==> config.mk <==
export PLATFORM = sky130hd
export DESIGN_NAME = pstr_regs
export DESIGN_NICKNAME = d
export VERILOG_FILES = /design/src/hdl/pstr_pkg.sv /design/src/hdl/pstr_regs.sv /design/src/hdl/pstr_flag_latch.sv /design/src/hdl/pstr_sync2.sv
export SDC_FILE = /design/constraint.sdc
export NUM_CORES = 1
export LEC_CHECK = 0
export BUFFER_PORTS_ARGS = -buffer_cell sky130_fd_sc_hd__buf_2
export CORE_UTILIZATION = 41
export CTS_CLUSTER_SIZE = 10
export DETAILED_ROUTE_END_ITERATION = 10
export HOLD_SLACK_MARGIN = 0.03
export PLACE_DENSITY = 0.85
export SLEW_MARGIN = 10
export SYNTH_ARGS = -nofsm -noshare
export SYNTH_HDL_FRONTEND = slang
export SYNTH_SLANG_ARGS = --single-unit
export TNS_END_PERCENT = 5
==> constraint.sdc <==
create_clock -name clock -period 1.15 [get_ports clock]
set_clock_uncertainty 0.05 [all_clocks]
set_input_delay 0.115 -clock clock [delete_from_list [all_inputs] [get_ports clock]]
set_output_delay 0.115 -clock clock [all_outputs]
set_load 0.02 [all_outputs]
==> src/hdl/pstr_pkg.sv <==
// shared constants for the status and telemetry register bank
package pstr_pkg;
    // command codes
    localparam logic [7:0] CMD_FAULT_STATUS = 8'h80;
    localparam logic [7:0] CMD_VIN = 8'h88;
    localparam logic [7:0] CMD_IIN = 8'h89;
    localparam logic [7:0] CMD_VOUT_VID = 8'h8b;
    localparam logic [7:0] CMD_IOUT = 8'h8c;
    localparam logic [7:0] CMD_TEMP = 8'h8d;
    localparam logic [7:0] CMD_VOUT_LIN = 8'hd4;
    // status byte layout
    localparam int BIT_PSTAGE = 7;
    localparam int BIT_PREBIAS = 6;
    localparam int BIT_RSTV = 2;
    localparam int BIT_VMIN = 1;
    localparam int BIT_PHASE = 0;
    localparam logic [7:0] STATUS_RESET = 8'h00;
    localparam logic [7:0] STATUS_IMPL_MASK = 8'hc7;
    // linear word layout
    localparam int LIN_EXP_MSB = 15;
    localparam int LIN_EXP_LSB = 11;
    localparam int LIN_MAN_MSB = 10;
    localparam int LIN_MAN_LSB = 0;
    localparam logic [15:0] WORD_RESET = 16'h0000;
    localparam int NUM_FLAGS = 5;
endpackage

==> src/hdl/pstr_regs.sv <==
// fault status byte and telemetry read registers of the command set
// How it works
// bit 7 latches when the power stage reports a fault, else reads 0.
// bit 6 latches when output is above 2.75V at startup, else reads 0.
// bits 5 to 3 always read zero.
// bit 2 latches on a reset-voltage fault, else reads 0.
// bit 1 latches on a minimum-output-voltage fault, else reads 0.
// bit 0 latches when an expected phase pulse is missing, else reads 0.
// code 88h reads the input voltage as a linear word.
// linear words hold a 5-bit exponent in 15:11 and 11-bit mantissa in 10:0.
// code 89h reads the input current as a linear word.
// code 8Bh reads the output voltage as a 16-bit identifier-format word.
// code D4h reads the same output voltage as a linear word.
// code 8Ch reads the output current as a linear word.
// code 8Dh reads the temperature as a linear word.
// the status byte is read with code 80h and resets to 00h.
// flags stay set until a fault clear or reset; host writes do nothing.
`timescale 1ns/1ps
module pstr_regs
(
    input wire logic clock, // 20 MHz system clock
    input wire logic rst_n, // async reset, active low
    input wire logic [7:0] cmd_code, // command code of the read
    input wire logic rd_strobe, // one-cycle read request
    input wire logic wr_strobe, // one-cycle write request, ignored
    input wire logic [15:0] wr_data, // write data, ignored
    input wire logic clear_faults, // fault clear pulse from command logic
    input wire logic power_stage_fault, // power stage fault level, async
    input wire logic prebias_fault, // startup over-voltage level, async
    input wire logic reset_voltage_fault, // reset-voltage fault level, async
    input wire logic min_voltage_fault, // minimum output fault level, async
    input wire logic phase_missing, // missing phase pulse level, async
    input wire logic [4:0] vin_exp, // input voltage exponent
    input wire logic [10:0] vin_man, // input voltage mantissa
    input wire logic [4:0] iin_exp, // input current exponent
    input wire logic [10:0] iin_man, // input current mantissa
    input wire logic [15:0] vout_vid, // output voltage, identifier format
    input wire logic [4:0] vout_exp, // output voltage exponent
    input wire logic [10:0] vout_man, // output voltage mantissa
    input wire logic [4:0] iout_exp, // output current exponent
    input wire logic [10:0] iout_man, // output current mantissa
    input wire logic [4:0] temp_exp, // temperature exponent
    input wire logic [10:0] temp_man, // temperature mantissa
    output logic [15:0] rd_data, // read data, registered
    output logic rd_valid, // read data valid pulse
    output logic rd_unsupported, // pulse: code not held here
    output logic [7:0] fault_status // live status byte
);
    // ---------------------------------------------------------------
    // fault flag latching
    // ---------------------------------------------------------------
    logic [pstr_pkg::NUM_FLAGS-1:0] raw_faults;
    logic [pstr_pkg::NUM_FLAGS-1:0] sync_faults;
    logic [pstr_pkg::NUM_FLAGS-1:0] flags;

    // flag order: phase, min, reset-voltage, prebias, power stage
    assign raw_faults = {power_stage_fault, prebias_fault, reset_voltage_fault,
        min_voltage_fault, phase_missing};

    // async fault levels pass two flops first
    pstr_sync2 #(.W(pstr_pkg::NUM_FLAGS)) u_sync
    (
        .clock(clock),
        .rst_n(rst_n),
        .async_in(raw_faults),
        .sync_out(sync_faults)
    );

    // one sticky latch per flag
    genvar gi;
    generate
        for (gi = 0; gi < pstr_pkg::NUM_FLAGS; gi++)
        begin : g_flag
            pstr_flag_latch u_latch
            (
                .clock(clock),
                .rst_n(rst_n),
                .set_in(sync_faults[gi]),
                .clear_in(clear_faults),
                .flag(flags[gi])
            );
        end
    endgenerate

    // status byte assembly, unimplemented bits tied low
    logic [7:0] status_byte;
    always_comb
    begin
        status_byte = pstr_pkg::STATUS_RESET;
        status_byte[pstr_pkg::BIT_PSTAGE] = flags[4];
        status_byte[pstr_pkg::BIT_PREBIAS] = flags[3];
        status_byte[pstr_pkg::BIT_RSTV] = flags[2];
        status_byte[pstr_pkg::BIT_VMIN] = flags[1];
        status_byte[pstr_pkg::BIT_PHASE] = flags[0];
    end
    assign fault_status = status_byte;

    // ---------------------------------------------------------------
    // telemetry words and read decode
    // ---------------------------------------------------------------
    logic [15:0] vin_word;
    logic [15:0] iin_word;
    logic [15:0] vout_lin_word;
    logic [15:0] iout_word;
    logic [15:0] temp_word;

    // linear packing: exponent high, mantissa low
    assign vin_word = {vin_exp, vin_man};
    assign iin_word = {iin_exp, iin_man};
    assign vout_lin_word = {vout_exp, vout_man};
    assign iout_word = {iout_exp, iout_man};
    assign temp_word = {temp_exp, temp_man};

    // command decode
    logic hit_status;
    logic hit_vin;
    logic hit_iin;
    logic hit_vvid;
    logic hit_iout;
    logic hit_temp;
    logic hit_vlin;
    logic hit_any;
    assign hit_status = cmd_code == pstr_pkg::CMD_FAULT_STATUS;
    assign hit_vin = cmd_code == pstr_pkg::CMD_VIN;
    assign hit_iin = cmd_code == pstr_pkg::CMD_IIN;
    assign hit_vvid = cmd_code == pstr_pkg::CMD_VOUT_VID;
    assign hit_iout = cmd_code == pstr_pkg::CMD_IOUT;
    assign hit_temp = cmd_code == pstr_pkg::CMD_TEMP;
    assign hit_vlin = cmd_code == pstr_pkg::CMD_VOUT_LIN;
    assign hit_any = hit_status | hit_vin | hit_iin | hit_vvid | hit_iout
        | hit_temp | hit_vlin;

    // read mux, zero for codes not held here
    logic [15:0] rd_mux;
    assign rd_mux = hit_status ? {8'h00, status_byte} :
        hit_vin ? vin_word :
        hit_iin ? iin_word :
        hit_vvid ? vout_vid :
        hit_iout ? iout_word :
        hit_temp ? temp_word :
        hit_vlin ? vout_lin_word :
        pstr_pkg::WORD_RESET;

    // write port is accepted and dropped: every register here is read-only
    logic wr_unused;
    assign wr_unused = wr_strobe & (|wr_data);

    // registered read answer, one cycle after the strobe
    always_ff @(posedge clock or negedge rst_n)
    begin
        if (!rst_n)
        begin
            rd_data <= pstr_pkg::WORD_RESET;
            rd_valid <= 1'b0;
            rd_unsupported <= 1'b0;
        end
        else
        begin
            rd_valid <= rd_strobe;
            rd_unsupported <= rd_strobe & ~hit_any;
            if (rd_strobe)
                rd_data <= rd_mux;
        end
    end
endmodule

==> src/hdl/pstr_flag_latch.sv <==
// one sticky fault flag: set wins over clear
`timescale 1ns/1ps
module pstr_flag_latch
(
    input wire logic clock, // system clock
    input wire logic rst_n, // async reset, active low
    input wire logic set_in, // fault event, synchronised
    input wire logic clear_in, // fault clear command
    output logic flag // latched flag
);
    logic flag_next;

    // set beats clear in the same cycle
    assign flag_next = set_in | (flag & ~clear_in);

    // flag register
    always_ff @(posedge clock or negedge rst_n)
    begin
        if (!rst_n)
            flag <= 1'b0;
        else
            flag <= flag_next;
    end
endmodule

==> src/hdl/pstr_sync2.sv <==
// two flip-flop synchroniser for a bus of levels
`timescale 1ns/1ps
module pstr_sync2 #(parameter int W = 1)
(
    input wire logic clock, // system clock
    input wire logic rst_n, // async reset, active low
    input wire logic [W-1:0] async_in, // levels from outside
    output logic [W-1:0] sync_out // synchronised levels
);
    logic [W-1:0] meta_reg;

    // first stage is read only by the second
    always_ff @(posedge clock or negedge rst_n)
    begin
        if (!rst_n)
        begin
            meta_reg <= '0;
            sync_out <= '0;
        end
        else
        begin
            meta_reg <= async_in;
            sync_out <= meta_reg;
        end
    end
endmodule

### Yosys cells after proc, flatten, opt, wreduce, memory -nomap -nowiden

Index checks and enable logic that the tools add are counted.

* register bits: 33
* bits of input ports: 130
* output and inout bits: 26
* word-level logic and storage cells: 43

* equal/unequal tests: 7
* mux-type cells: 7
* bitwise gates (word level): 19

Operator list (count)
* $mux W16: 7
* $eq A8 B8 Y1 const B: 7
* $or A1 B1 Y1: 11
* $and A1 B1 Y1: 6
* $not A1 Y1: 2

### Depth between registers and ports, before layout

Gate-level depths: netlist of run 1.

* depth after elaboration: 9
* mapped depth: 8
* depth with buffers taken out: 5

### By module

A second synthesis of run 1 with hierarchy kept.

* cells, all modules: 234
* area total of the unflattened synthesis: 2104.5 µm²

Modules (own cells, without submodules)
* pstr_regs: instances 1, cells each 209, area each 1672.9 µm², sequential area each 450.4 µm²
* pstr_sync2: instances 1, cells each 10, area each 250.2 µm², sequential area each 250.2 µm²
* pstr_flag_latch: instances 5, cells each 3, area each 36.3 µm², sequential area each 25.0 µm²

### Least setup slack after synthesis of run 1

No wires, ideal clock.

* kind: input-to-reg
* start: in cmd_code[1]
* end: reg rd_data[14]
* library setup time: 0.120 ns
* arrival: 1.193 ns
* required time: 0.980 ns
* path slack: -0.213 ns
* cell stages on the path: 7
* path buffers: 2
* cell sequence: buf_6 > nor2b_1 > clkbuf_2 > a22o_1 > a221oi_1 > o21ai_0 > a31o_2

* cells in the longest elaborated chain, start to end: 8
* elaborated cells on any way between the ends: 14
* those cells by class: 7 x eq/ne; 7 x mux

Ends and longest elaborated chain
* from (decl): line pstr_regs.sv:23 `input wire logic [7:0] cmd_code,`
* $eq A8 B8 Y1: line pstr_regs.sv:129 `assign hit_vlin = cmd_code == pstr_pkg::CMD_VOUT_LIN;`
* $mux W16: line pstr_regs.sv:141 `hit_vlin ? vout_lin_word :`
* $mux W16: line pstr_regs.sv:140 `hit_temp ? temp_word :`
* $mux W16: line pstr_regs.sv:139 `hit_iout ? iout_word :`
* $mux W16: line pstr_regs.sv:138 `hit_vvid ? vout_vid :`
* $mux W16: line pstr_regs.sv:137 `hit_iin ? iin_word :`
* $mux W16: line pstr_regs.sv:136 `hit_vin ? vin_word :`
* $mux W16 (*): line pstr_regs.sv:135 `assign rd_mux = hit_status ? {8'h00, status_byte} :`
* to (signal assigned): line pstr_regs.sv:153 `rd_data <= pstr_pkg::WORD_RESET;`
* to (signal assigned): line pstr_regs.sv:162 `rd_data <= rd_mux;`
* to (decl): line pstr_regs.sv:44 `output logic [15:0] rd_data,`

Every way passes the cells marked *; elsewhere a longest branch is shown, timed or not.
A chain may end at the register's enable or synchronous reset.

### Final worst setup path of run 1

* start: in cmd_code[5]
* end: reg rd_data[11]

Same word-level chain as after synthesis.

==> flow_metrics.env, run 1 <==
export IMPL_rsz0062_at_grt="true"
export IMPL_syn_area_per_cell_um2=9.05
export IMPL_ys_flop_type="dfrtp_1"
export IMPL_fmax_mhz=744
export IMPL_yosysSeqAreaShare_pct=38.0
export IMPL_timing_final_ws_setup_ps=-194
export IMPL_worst_setup_path_end_kind="flop"
export IMPL_core_area_mm2=0.00511
export IMPL_synth_compound_area_share_pct=29.6
export IMPL_grt_use_total_pct=27.2
export IMPL_min_period_over_period_pct=117
export IMPL_postSynthCellCount=240
export IMPL_dp_cells=448
export IMPL_p_sw_mw=0.889
export IMPL_drcViolationCount=0
export IMPL_stdcell_count=465
export IMPL_grt_max_degree=34
export IMPL_slowest_delay_ps=380
export IMPL_io_buffers=135
export IMPL_antenna_found_initial=0
export IMPL_io_pins=156
export IMPL_initial_utilization_pct=42.5
export IMPL_synth_commonest_cells="dfrtp_1, nand2_1, a22o_1, a21oi_1, nor2_1"
export IMPL_synth_top_area_cell="dfrtp_1"
export IMPL_cts_sinks=33
export IMPL_clock_latency_ps=290
export IMPL_violations="setup timing"
export IMPL_synthDominantCellAreaShare_pct=38.0
export IMPL_arrival_ps=1500
export IMPL_async_flop_share_pct=100
export IMPL_fin_crit_ps=1340
export IMPL_synthTopCellsByArea="dfrtp_1, a22o_1, a221oi_1, nand2_1, buf_4"
export IMPL_power_density_mw_per_mm2=937
export IMPL_fin_tns_setup_ps=-1470
export IMPL_pwr_share_seq_pct=39.8
export IMPL_startpoint_type="primary input"
export IMPL_grt_pass1_vias=2410
export IMPL_synthAdderAreaFrac_pct=0
export IMPL_cts_tree="done"
export IMPL_whs_ps=74.2
export IMPL_slew_viol_final=0
export IMPL_die_x_um=74.8
export IMPL_min_path_type="in -> reg"
export IMPL_drive_gt1_share_pct=52.9
export IMPL_hold_viol=0
export IMPL_grt_ovfl_total=0
export IMPL_postRouteAntennaNets=0
export IMPL_synth_area_mm2=0.00217
export IMPL_cap_violations=0
export IMPL_cp_slowest_cell="nor4b_4"
export IMPL_multi_input_area_mm2=0.00122
export IMPL_synth_seq_cells=33
export IMPL_htreeDepth=2
export IMPL_rows=26
export IMPL_grt_pass1_wl_um=11200
export IMPL_gp_congestion=0.876
export IMPL_final_nets=524
export IMPL_cts_buffers=5
export IMPL_rrSetupSlack_ps=170
export IMPL_viasPerCell=5.49
export IMPL_pwr_share_clk_pct=35.3
export IMPL_dieArea_mm2=0.00559
export IMPL_design_area_mm2=0.00334
export IMPL_ys_warn_count=0
export IMPL_clkTransAtPathRegs_ps=80
export IMPL_yosys_area_share_xor_xnor_pct=0
export IMPL_worstPathRequired_ps=1310
export IMPL_routedWlPerCell_um=16.3
export IMPL_setup_viol=16
export IMPL_fillers=439
export IMPL_status="finished, violations left"
export IMPL_antenna_cells=0
export IMPL_cts_path_max_buffers=2
export IMPL_synth_top_family_by_area="compound AO/OA/AOI/OAI gates"
export IMPL_final_util_pct=65.5
export IMPL_p_int_mw=2.24
export IMPL_dp_hpwl_um=5530
export IMPL_area_growth_pct=54.1
export IMPL_synth_edff_count=0
export IMPL_vias=2554
export IMPL_dr_pass1_iters=5
export IMPL_p_leak_nw=1.67
export IMPL_synth_simple_area_share_pct=17.0
export IMPL_critPathKind="in -> reg"
export IMPL_peakVddDrop_uv=745
export IMPL_register_area_um2=826
export IMPL_swShare_pct=28.4
export IMPL_die_height_um=74.8
export IMPL_drt_iter0_drc=119
export IMPL_synth_most_common_cell="dfrtp_1"
export IMPL_path_max_fanout=4
export IMPL_largest_register="rd_data"
export IMPL_cp_cell_sequence="buf_8 -> nor4b_4 -> nand2_2 -> buf_4 -> a2111oi_2 -> nor3_1 -> a221oi_2"
export IMPL_place_area_mm2=0.00303
export IMPL_yosys_mux_area_fraction_pct=4.50
export IMPL_largest_register_ffs=16
export IMPL_synth_cell_types=47
export IMPL_root_buffer="clkbuf_8"
export IMPL_wl_um=7560
export IMPL_power_frac_comb_pct=24.9
-- cell usage in the layout, fill, tap and decap left out, types with 3 or more instances in the layout --
master         count
a211oi_1           9
a21o_1             5
a21oi_1           15
a221oi_1           6
a221oi_2           8
a22o_1            17
buf_12             3
buf_2            133
buf_4             27
buf_6              4
clkbuf_8           5
conb_1             3
dfrtp_1           33
dlygate4sd3_1      6
inv_1             11
mux2_2             6
mux2i_1            3
nand2_1           25
nand2b_1           3
nand3_1            3
nand4_1            4
nor2_1            14
o21ai_1            7
o2bb2ai_1          3
-- routing by layer --
metal	wire, µm	track usage [%]	share of wire [%]
met2	3870	49.8	51
met1	2800	30.2	37
met4	315	12.2	4.2
met5	0	0	0
met3	571	5.89	7.6
-- stage by stage --
step                power (mW)  setup WS (ps)
floorplan                 1.62           -184
global placement          1.97           -450
detailed placement        1.99           -478
CTS                       3.13          -48.1
global route              3.27           -295
finish                    3.13           -194
-- final timing paths --
path | start | depth (start not counted) | to
max | cmd_code[5] | 7 | rd_data[11]$_DFFE_PN0P_
min | temp_man[6] | 3 | rd_data[6]$_DFFE_PN0P_
max reg2reg | g_flag[3].u_latch.flag$_DFF_PN0_ | 3 | rd_data[6]$_DFFE_PN0P_
min reg2reg | u_sync.meta_reg[2]$_DFF_PN0_ | 0 | u_sync.sync_out[2]$_DFF_PN0_
max in group asynchronous | rst_n | 3 | u_sync.meta_reg[2]$_DFF_PN0_
min in group asynchronous | rst_n | 3 | rd_data[10]$_DFFE_PN0P_
-- power by group through the flow --
stage	combinational, mW	clock, mW	sequential, mW
floorplan	0.330	0	1.29
global placement	0.704	0	1.26
CTS	0.763	1.12	1.25
global route	0.844	1.17	1.25
detailed placement	0.720	0	1.27
finish	0.780	1.11	1.25
-- final cells by class --
cell class | count | area share [%]
multi-input combinational | 168 | 36.6
tap | 70 | 2.62
clock inverter | 3 | 1.38
inverter | 12 | 1.35
clock buffer | 5 | 2.06
sequential | 33 | 24.7
timing repair buffer | 174 | 31.4
-- cells by family after synthesis --
| group | Yosys count |
|---|---|
| compound gates | 85 |
| buf+inv | 41 |
| flops | 33 |
| mux | 9 |
| other cells | 1 |
| simple gates | 71 |
-- critical path, delay by kind of cell --
| kind | cells | cell delay (ps) |
|---|---|---|
| AO/OA/AOI/OAI | 2 | 490 |
| buffers and inverters | 2 | 260 |
| AND/OR/NAND/NOR | 3 | 650 |
-- repair_timing --
item,4_1_cts,5_1_grt
buffers inserted,3,2
resized for setup,26,5
pin swaps,11,8
hold endpoints to repair,38,0
endpoints found under the setup margin,16,17
hold buffers,6,0
Power figures use the tool's default switching activity.
==> run 2: changes to the inputs <==
- CELL_PAD_IN_SITES_DETAIL_PLACEMENT: not set -> 0
- CELL_PAD_IN_SITES_GLOBAL_PLACEMENT: not set -> 1
- CORE_UTILIZATION: 41 -> 28
- PLACE_DENSITY: 0.85 -> 0.84
==> run 2 against run 1 <==
  * The flow still finishes with violations (setup timing)
  * Total power is 0.45% higher
  * Sequential cell count is the same
  * Cell count rose by 6.9%
  * Critical path depth stayed put
  * Sequential power about the same
  * Worst hold slack worse by 14 ps
  * Final area increased by 3.0%
  * Core utilization fell by 19 points
  * Critical path type unchanged
  * Fmax increased by 6.7%
  * Register-to-register slack gained 40 ps
  * Largest cell class unchanged
  * Die area rose by 45%
  * Wire length decreased by 0.15%
==> flow_metrics.env, run 2 (same netlist as run 1, synthesis figures left out) <==
export IMPL_whs_ps=60.0
export IMPL_initial_utilization_pct=29.5
export IMPL_cp_slowest_cell="a221oi_2"
export IMPL_dp_hpwl_um=6090
export IMPL_largest_register_ffs=16
export IMPL_grt_ovfl_total=0
export IMPL_htreeDepth=2
export IMPL_final_nets=527
export IMPL_setup_viol=16
export IMPL_rsz0062_at_grt="true"
export IMPL_vias=2443
export IMPL_r2r_start="g_flag[3].u_latch.flag$_DFF_PN0_"
export IMPL_die_height_um=90.1
export IMPL_root_buffer="clkbuf_8"
export IMPL_slowest_delay_ps=290
export IMPL_io_pins=156
export IMPL_violations="setup timing"
export IMPL_io_buffers=135
export IMPL_cp_top_family="compound AO/OA/AOI/OAI gates"
export IMPL_cp_cell_sequence="buf_2 -> nor2b_2 -> buf_4 -> a22o_1 -> a221oi_2 -> o21ai_1 -> a22o_1"
export IMPL_dp_cells=478
export IMPL_grt_max_degree=34
export IMPL_place_area_mm2=0.00307
export IMPL_routedWlPerCell_um=15.2
export IMPL_grt_pass1_vias=2491
export IMPL_clock_latency_ps=290
export IMPL_worst_setup_path_end_kind="flop"
export IMPL_hold_viol=0
export IMPL_grt_use_total_pct=18.9
export IMPL_power_density_mw_per_mm2=914
export IMPL_path_max_fanout=8
export IMPL_fin_crit_ps=1260
export IMPL_cap_violations=0
export IMPL_stdcell_count=497
export IMPL_dieArea_mm2=0.00811
export IMPL_fmax_mhz=794
export IMPL_hp_start="vout_vid[5]"
export IMPL_die_x_um=90.1
export IMPL_worstPathRequired_ps=1270
export IMPL_rrSetupSlack_ps=210
export IMPL_grt_pass1_wl_um=12000
export IMPL_arrival_ps=1380
export IMPL_p_leak_nw=1.69
export IMPL_crit_buf_inv=2
export IMPL_status="finished, violations left"
export IMPL_fin_tns_setup_ps=-646
export IMPL_reg2reg_depth=3
export IMPL_area_growth_pct=58.7
export IMPL_drt_iter0_drc=75
export IMPL_cts_path_max_buffers=2
export IMPL_timing_final_ws_setup_ps=-110
export IMPL_cts_tree="done"
export IMPL_gp_congestion=0.800
export IMPL_hold_depth=3
export IMPL_cts_sinks=33
export IMPL_min_path_type="in -> reg"
export IMPL_viasPerCell=4.92
export IMPL_clkTransAtPathRegs_ps=80
export IMPL_peakVddDrop_uv=477
export IMPL_postRouteAntennaNets=0
export IMPL_rows=31
export IMPL_dr_pass1_iters=6
export IMPL_wl_um=7550
export IMPL_final_cell_mix="buf_2, dfrtp_1, buf_4"
export IMPL_drcViolationCount=0
export IMPL_antenna_cells=0
export IMPL_min_to="rd_data[5]$_DFFE_PN0P_"
export IMPL_layout_commonest_cell="buf_2"
export IMPL_r2r_end="rd_data[6]$_DFFE_PN0P_"
export IMPL_critPathKind="in -> reg"
export IMPL_startpoint_type="primary input"
export IMPL_core_area_mm2=0.00737
export IMPL_design_area_mm2=0.00344
export IMPL_drive_gt1_share_pct=55.0
export IMPL_min_period_over_period_pct=110
export IMPL_cts_buffers=5
export IMPL_slew_viol_final=0
export IMPL_antenna_found_initial=0
export IMPL_critPathMostFrequentCell="a22o_1"
export IMPL_largest_register="rd_data"
==> run 2: changes by cell type in the layout (fill, tap and decap cells not counted), moves of 3 or more <==
cell | previous run | this run
nand3_4 | 0 | 3
a221oi_1 | 6 | 3
buf_4 | 27 | 30
a221oi_2 | 8 | 11
==> run 2: area by class of cell <==
class | instances | area (µm²)
Fill cell | 748 | 3930
Multi-Input combinational cell | 168 | 1270
Timing Repair Buffer | 177 | 1060
Sequential cell | 33 | 826
Tap cell | 99 | 124
Clock buffer | 5 | 68.8
Clock inverter | 3 | 46.3
Inverter | 12 | 45.0
==> run 2: power breakdown <==
| group | switching [mW] | internal (mW) | leakage (nW) |
|---|---|---|---|
| logic | 0.394 | 0.381 | 1.23 |
| registers | 0.0276 | 1.21 | 0.407 |
| clock network | 0.482 | 0.649 | 0.0543 |
| total | 0.903 | 2.24 | 1.69 |
==> run 2: what timing repair did <==
action / in CTS / in global routing
resized for setup: 30 / 12
endpoints found under the hold margin: 39 / 0
hold buffers: 7 / 0
pin swaps: 8 / 10
endpoints found under the setup margin: 16 / 17
setup buffers: 2 / 2
==> run 2: metal layers <==
| metal | vias to the layer above | wire length, µm | track usage [%] |
|---|---|---|---|
| li1 | 1194 | - | - |
| met1 | 1121 | 3010 | 21.3 |
| met2 | 115 | 3780 | 33.8 |
| met3 | 13 | 580 | 5.16 |
| met4 | 0 | 172 | 6.99 |
| met5 | - | 0 | 0 |
==> run 2: stage by stage <==
step	power, mW	utilization [%]	setup slack [ps]
floorplan	1.62	-	-184
global placement	1.96	41.6	-432
detailed placement	1.97	41.6	-497
CTS	3.16	45.9	-111
global route	3.29	46.7	-172
finish	3.15	46.7	-110
==> run 2: worst register-to-register path, stage by stage, from the launching register on <==
cell and delay, ps:
dfrtp_1 410, o21ai_1 130, a21boi_1 170, a31oi_1 50
==> run 2: worst max path at each step <==
stage	start	endpoint	cells after the start
5_1_grt	cmd_code[5]	rd_data[11]$_DFFE_PN0P_	7
4_1_cts	cmd_code[4]	rd_data[0]$_DFFE_PN0P_	8
3_3_place_gp	cmd_code[5]	rd_data[5]$_DFFE_PN0P_	6
3_5_place_dp	cmd_code[5]	rd_data[5]$_DFFE_PN0P_	6
2_1_floorplan	cmd_code[1]	rd_data[13]$_DFFE_PN0P_	7
6_report	cmd_code[2]	rd_data[3]$_DFFE_PN0P_	7
==> run 3: changes to the inputs <==
- ABC_AREA: not set -> 1
- PLACE_DENSITY: 0.84 -> 0.86
==> run 3 against run 2 <==
  * The flow still finishes with violations (setup timing)
  * Final area increased by 6.3%
  * Highest routed layer unchanged
  * Sequential cell count unchanged
  * Worst hold slack got worse by 24 ps
  * Clock-buffer cell count is 2 higher
  * Clock power is essentially flat
  * Critical path depth up 6
  * Fmax increased by 9.3%
  * Setup slack gained 110 ps
  * Sequential power is essentially flat
  * First-iteration DRC count up 29%
  * Combinational power shrank 25%
==> flow_metrics.env, run 3 <==
export IMPL_status="finished, violations left"
export IMPL_violations="setup timing"
export IMPL_setup_viol=1
export IMPL_vias=2871
export IMPL_antenna_found_initial=0
export IMPL_htreeDepth=2
export IMPL_ys_flop_type="dfrtp_1"
export IMPL_slowest_delay_ps=200
export IMPL_hold_viol=0
export IMPL_fin_crit_ps=1150
export IMPL_cts_buffers=5
export IMPL_synth_commonest_cells="nand2_1, nand3_1, nor2_1, dfrtp_1, inv_1"
export IMPL_io_pins=156
export IMPL_synthDominantCellAreaShare_pct=34.9
export IMPL_wl_um=8260
export IMPL_largest_register="rd_data"
export IMPL_min_path_type="in -> reg"
export IMPL_antenna_cells=0
export IMPL_cp_cell_sequence="buf_6 -> inv_12 -> nand2_4 -> nor2_4 -> nand2_4 -> buf_4 -> buf_4 -> buf_4 -> nor2_1 -> nor2_1 -> nand2_1 -> nand2_1 -> nand2_1"
export IMPL_postRouteAntennaNets=0
export IMPL_synth_seq_cells=33
export IMPL_layout_commonest_cell="buf_2"
export IMPL_worstPathRequired_ps=1320
export IMPL_path_max_fanout=6
export IMPL_viasPerCell=4.62
export IMPL_synth_edff_count=0
export IMPL_die_x_um=93.9
export IMPL_min_period_over_period_pct=100
export IMPL_drt_iter0_drc=97
export IMPL_cts_path_max_buffers=2
export IMPL_cp_top_family="simple AND/OR/NAND/NOR gates"
export IMPL_core_area_mm2=0.00818
export IMPL_root_buffer="clkbuf_8"
export IMPL_crit_buf_inv=5
export IMPL_startpoint_type="primary input"
export IMPL_cp_slowest_cell="nor2_4"
export IMPL_fmax_mhz=867
export IMPL_synth_most_common_cell="nand2_1"
export IMPL_die_height_um=93.9
export IMPL_clkTransAtPathRegs_ps=60
export IMPL_cts_sinks=33
export IMPL_grt_pass1_vias=2771
export IMPL_grt_ovfl_total=0
export IMPL_gp_congestion=0.850
export IMPL_dp_slack_ps=-381
export IMPL_dieArea_mm2=0.00881
export IMPL_routedWlPerCell_um=13.3
export IMPL_grt_max_degree=34
export IMPL_clock_latency_ps=280
export IMPL_initial_utilization_pct=28.9
export IMPL_dp_cells=603
export IMPL_drcViolationCount=0
export IMPL_synthTopCellsByArea="dfrtp_1, nand2_1, nand3_1, nor2_1, o2111ai_1"
export IMPL_timing_final_ws_setup_ps=-2.76
export IMPL_io_buffers=135
export IMPL_rows=33
export IMPL_critPathKind="in -> reg"
export IMPL_syn_area_per_cell_um2=6.75
export IMPL_cap_violations=0
export IMPL_synth_top_area_cell="dfrtp_1"
export IMPL_slew_viol_final=0
export IMPL_final_cell_mix="buf_2, nand2_1, nand3_1"
export IMPL_dp_hpwl_um=6530
export IMPL_synth_area_mm2=0.00236
export IMPL_peakVddDrop_uv=457
export IMPL_yosysSeqAreaShare_pct=34.9
export IMPL_power_density_mw_per_mm2=795
export IMPL_stdcell_count=621
export IMPL_ys_warn_count=0
export IMPL_cts_tree="done"
export IMPL_grt_use_total_pct=19.3
export IMPL_drive_gt1_share_pct=40.3
export IMPL_grt_pass1_wl_um=13000
export IMPL_async_flop_share_pct=100
export IMPL_dr_pass1_iters=5
export IMPL_largest_register_ffs=16
export IMPL_p_leak_nw=2.17
export IMPL_arrival_ps=1320
export IMPL_final_nets=645
export IMPL_worst_setup_path_end_kind="flop"
export IMPL_rsz0062_at_grt="true"
export IMPL_synth_cell_types=27
export IMPL_p_total_mw=2.91
export IMPL_postSynthCellCount=350
export IMPL_area_growth_pct=54.9
[run 3: changes by cell type in the layout (fill, tap and decap cells not counted), sizes merged, moves of 11 or more]
cell,before,now
nor2,17,47
nand2,28,123
inv,11,24
a22o,17,0
or2,1,12
nand3,4,42
a221oi,14,0
[run 3: cells by family (layout without fill, tap and decap cells)]
| group | count (synthesis) | in the layout | synth area share, % |
|---|---|---|---|
| simple gates | 238 | 238 | 46.0 |
| flops | 33 | 33 | 34.9 |
| other cells | 1 | 3 | 0.159 |
| buf+inv | 50 | 214 | 10.7 |
| compound gates | 28 | 28 | 8.26 |
[run 3: through the flow]
step | hold slack [ps] | setup TNS (ps) | instance area (µm²) | utilization, %
4_1_cts | 30.0 | 0 | 3640 | 44.5
6_report | 35.7 | -2.76 | 3660 | 44.8
5_1_grt | 32.9 | -858 | 3660 | 44.8
3_5_place_dp | 110 | -5360 | 3400 | 41.5
3_3_place_gp | 105 | -4850 | 3400 | 41.5
2_1_floorplan | -231 | -4.28 | 2410 | -
[run 3: layer usage]
metal	GRT usage, %	vias to the layer above	part of all wire (%)
met3	4.21	17	6.6
met5	0	-	0
met2	32.4	125	47
met4	6.92	0	2.2
met1	24.1	1282	44
li1	-	1447	-
[run 3: final cells by class]
cell class                      instances  area, µm²
Fill cell                             838       4510
Multi-Input combinational cell        269       1340
Timing Repair Buffer                  180       1130
Sequential cell                        33        826
Tap cell                              105        131
Inverter                               26        118
Clock buffer                            7       86.3
Clock inverter                          1       30.0
[run 3: power by group]
group	internal [mW]	switching (mW)
Sequential	1.20	0.0157
Combinational	0.279	0.306
Clock	0.706	0.403
Total	2.19	0.725
[run 3: final timing paths]
path,start,endpoint,slack [ps],cells past startpoint
worst max register to register,g_flag[2].u_latch.flag$_DFF_PN0_,rd_data[2]$_DFFE_PN0P_,340,4
min in group asynchronous,rst_n,g_flag[4].u_latch.flag$_DFF_PN0_,330,3
worst max-delay path,cmd_code[4],rd_data[2]$_DFFE_PN0P_,-3,13
worst min register to register,u_sync.meta_reg[3]$_DFF_PN0_,u_sync.sync_out[3]$_DFF_PN0_,300,0
worst min-delay path,clear_faults,g_flag[1].u_latch.flag$_DFF_PN0_,40,2
max in group asynchronous,rst_n,rd_data[4]$_DFFE_PN0P_,420,3
[run 3: timing repair]
| item | 4_1_cts | 5_1_grt |
|---|---|---|
| setup endpoints to repair | 12 | 17 |
| gates resized for setup | 9 | 8 |
| setup buffers | 2 | 1 |
| hold endpoints to repair | 39 | 0 |
| pin swaps | 4 | 5 |
| hold buffers | 7 | 0 |
[run 3: worst reg2reg max path, cell delays in order (launching register included)]
cell,delay [ps]
dfrtp_1,390
inv_1,80
a21oi_1,70
nand2_1,80
nand2_1,40
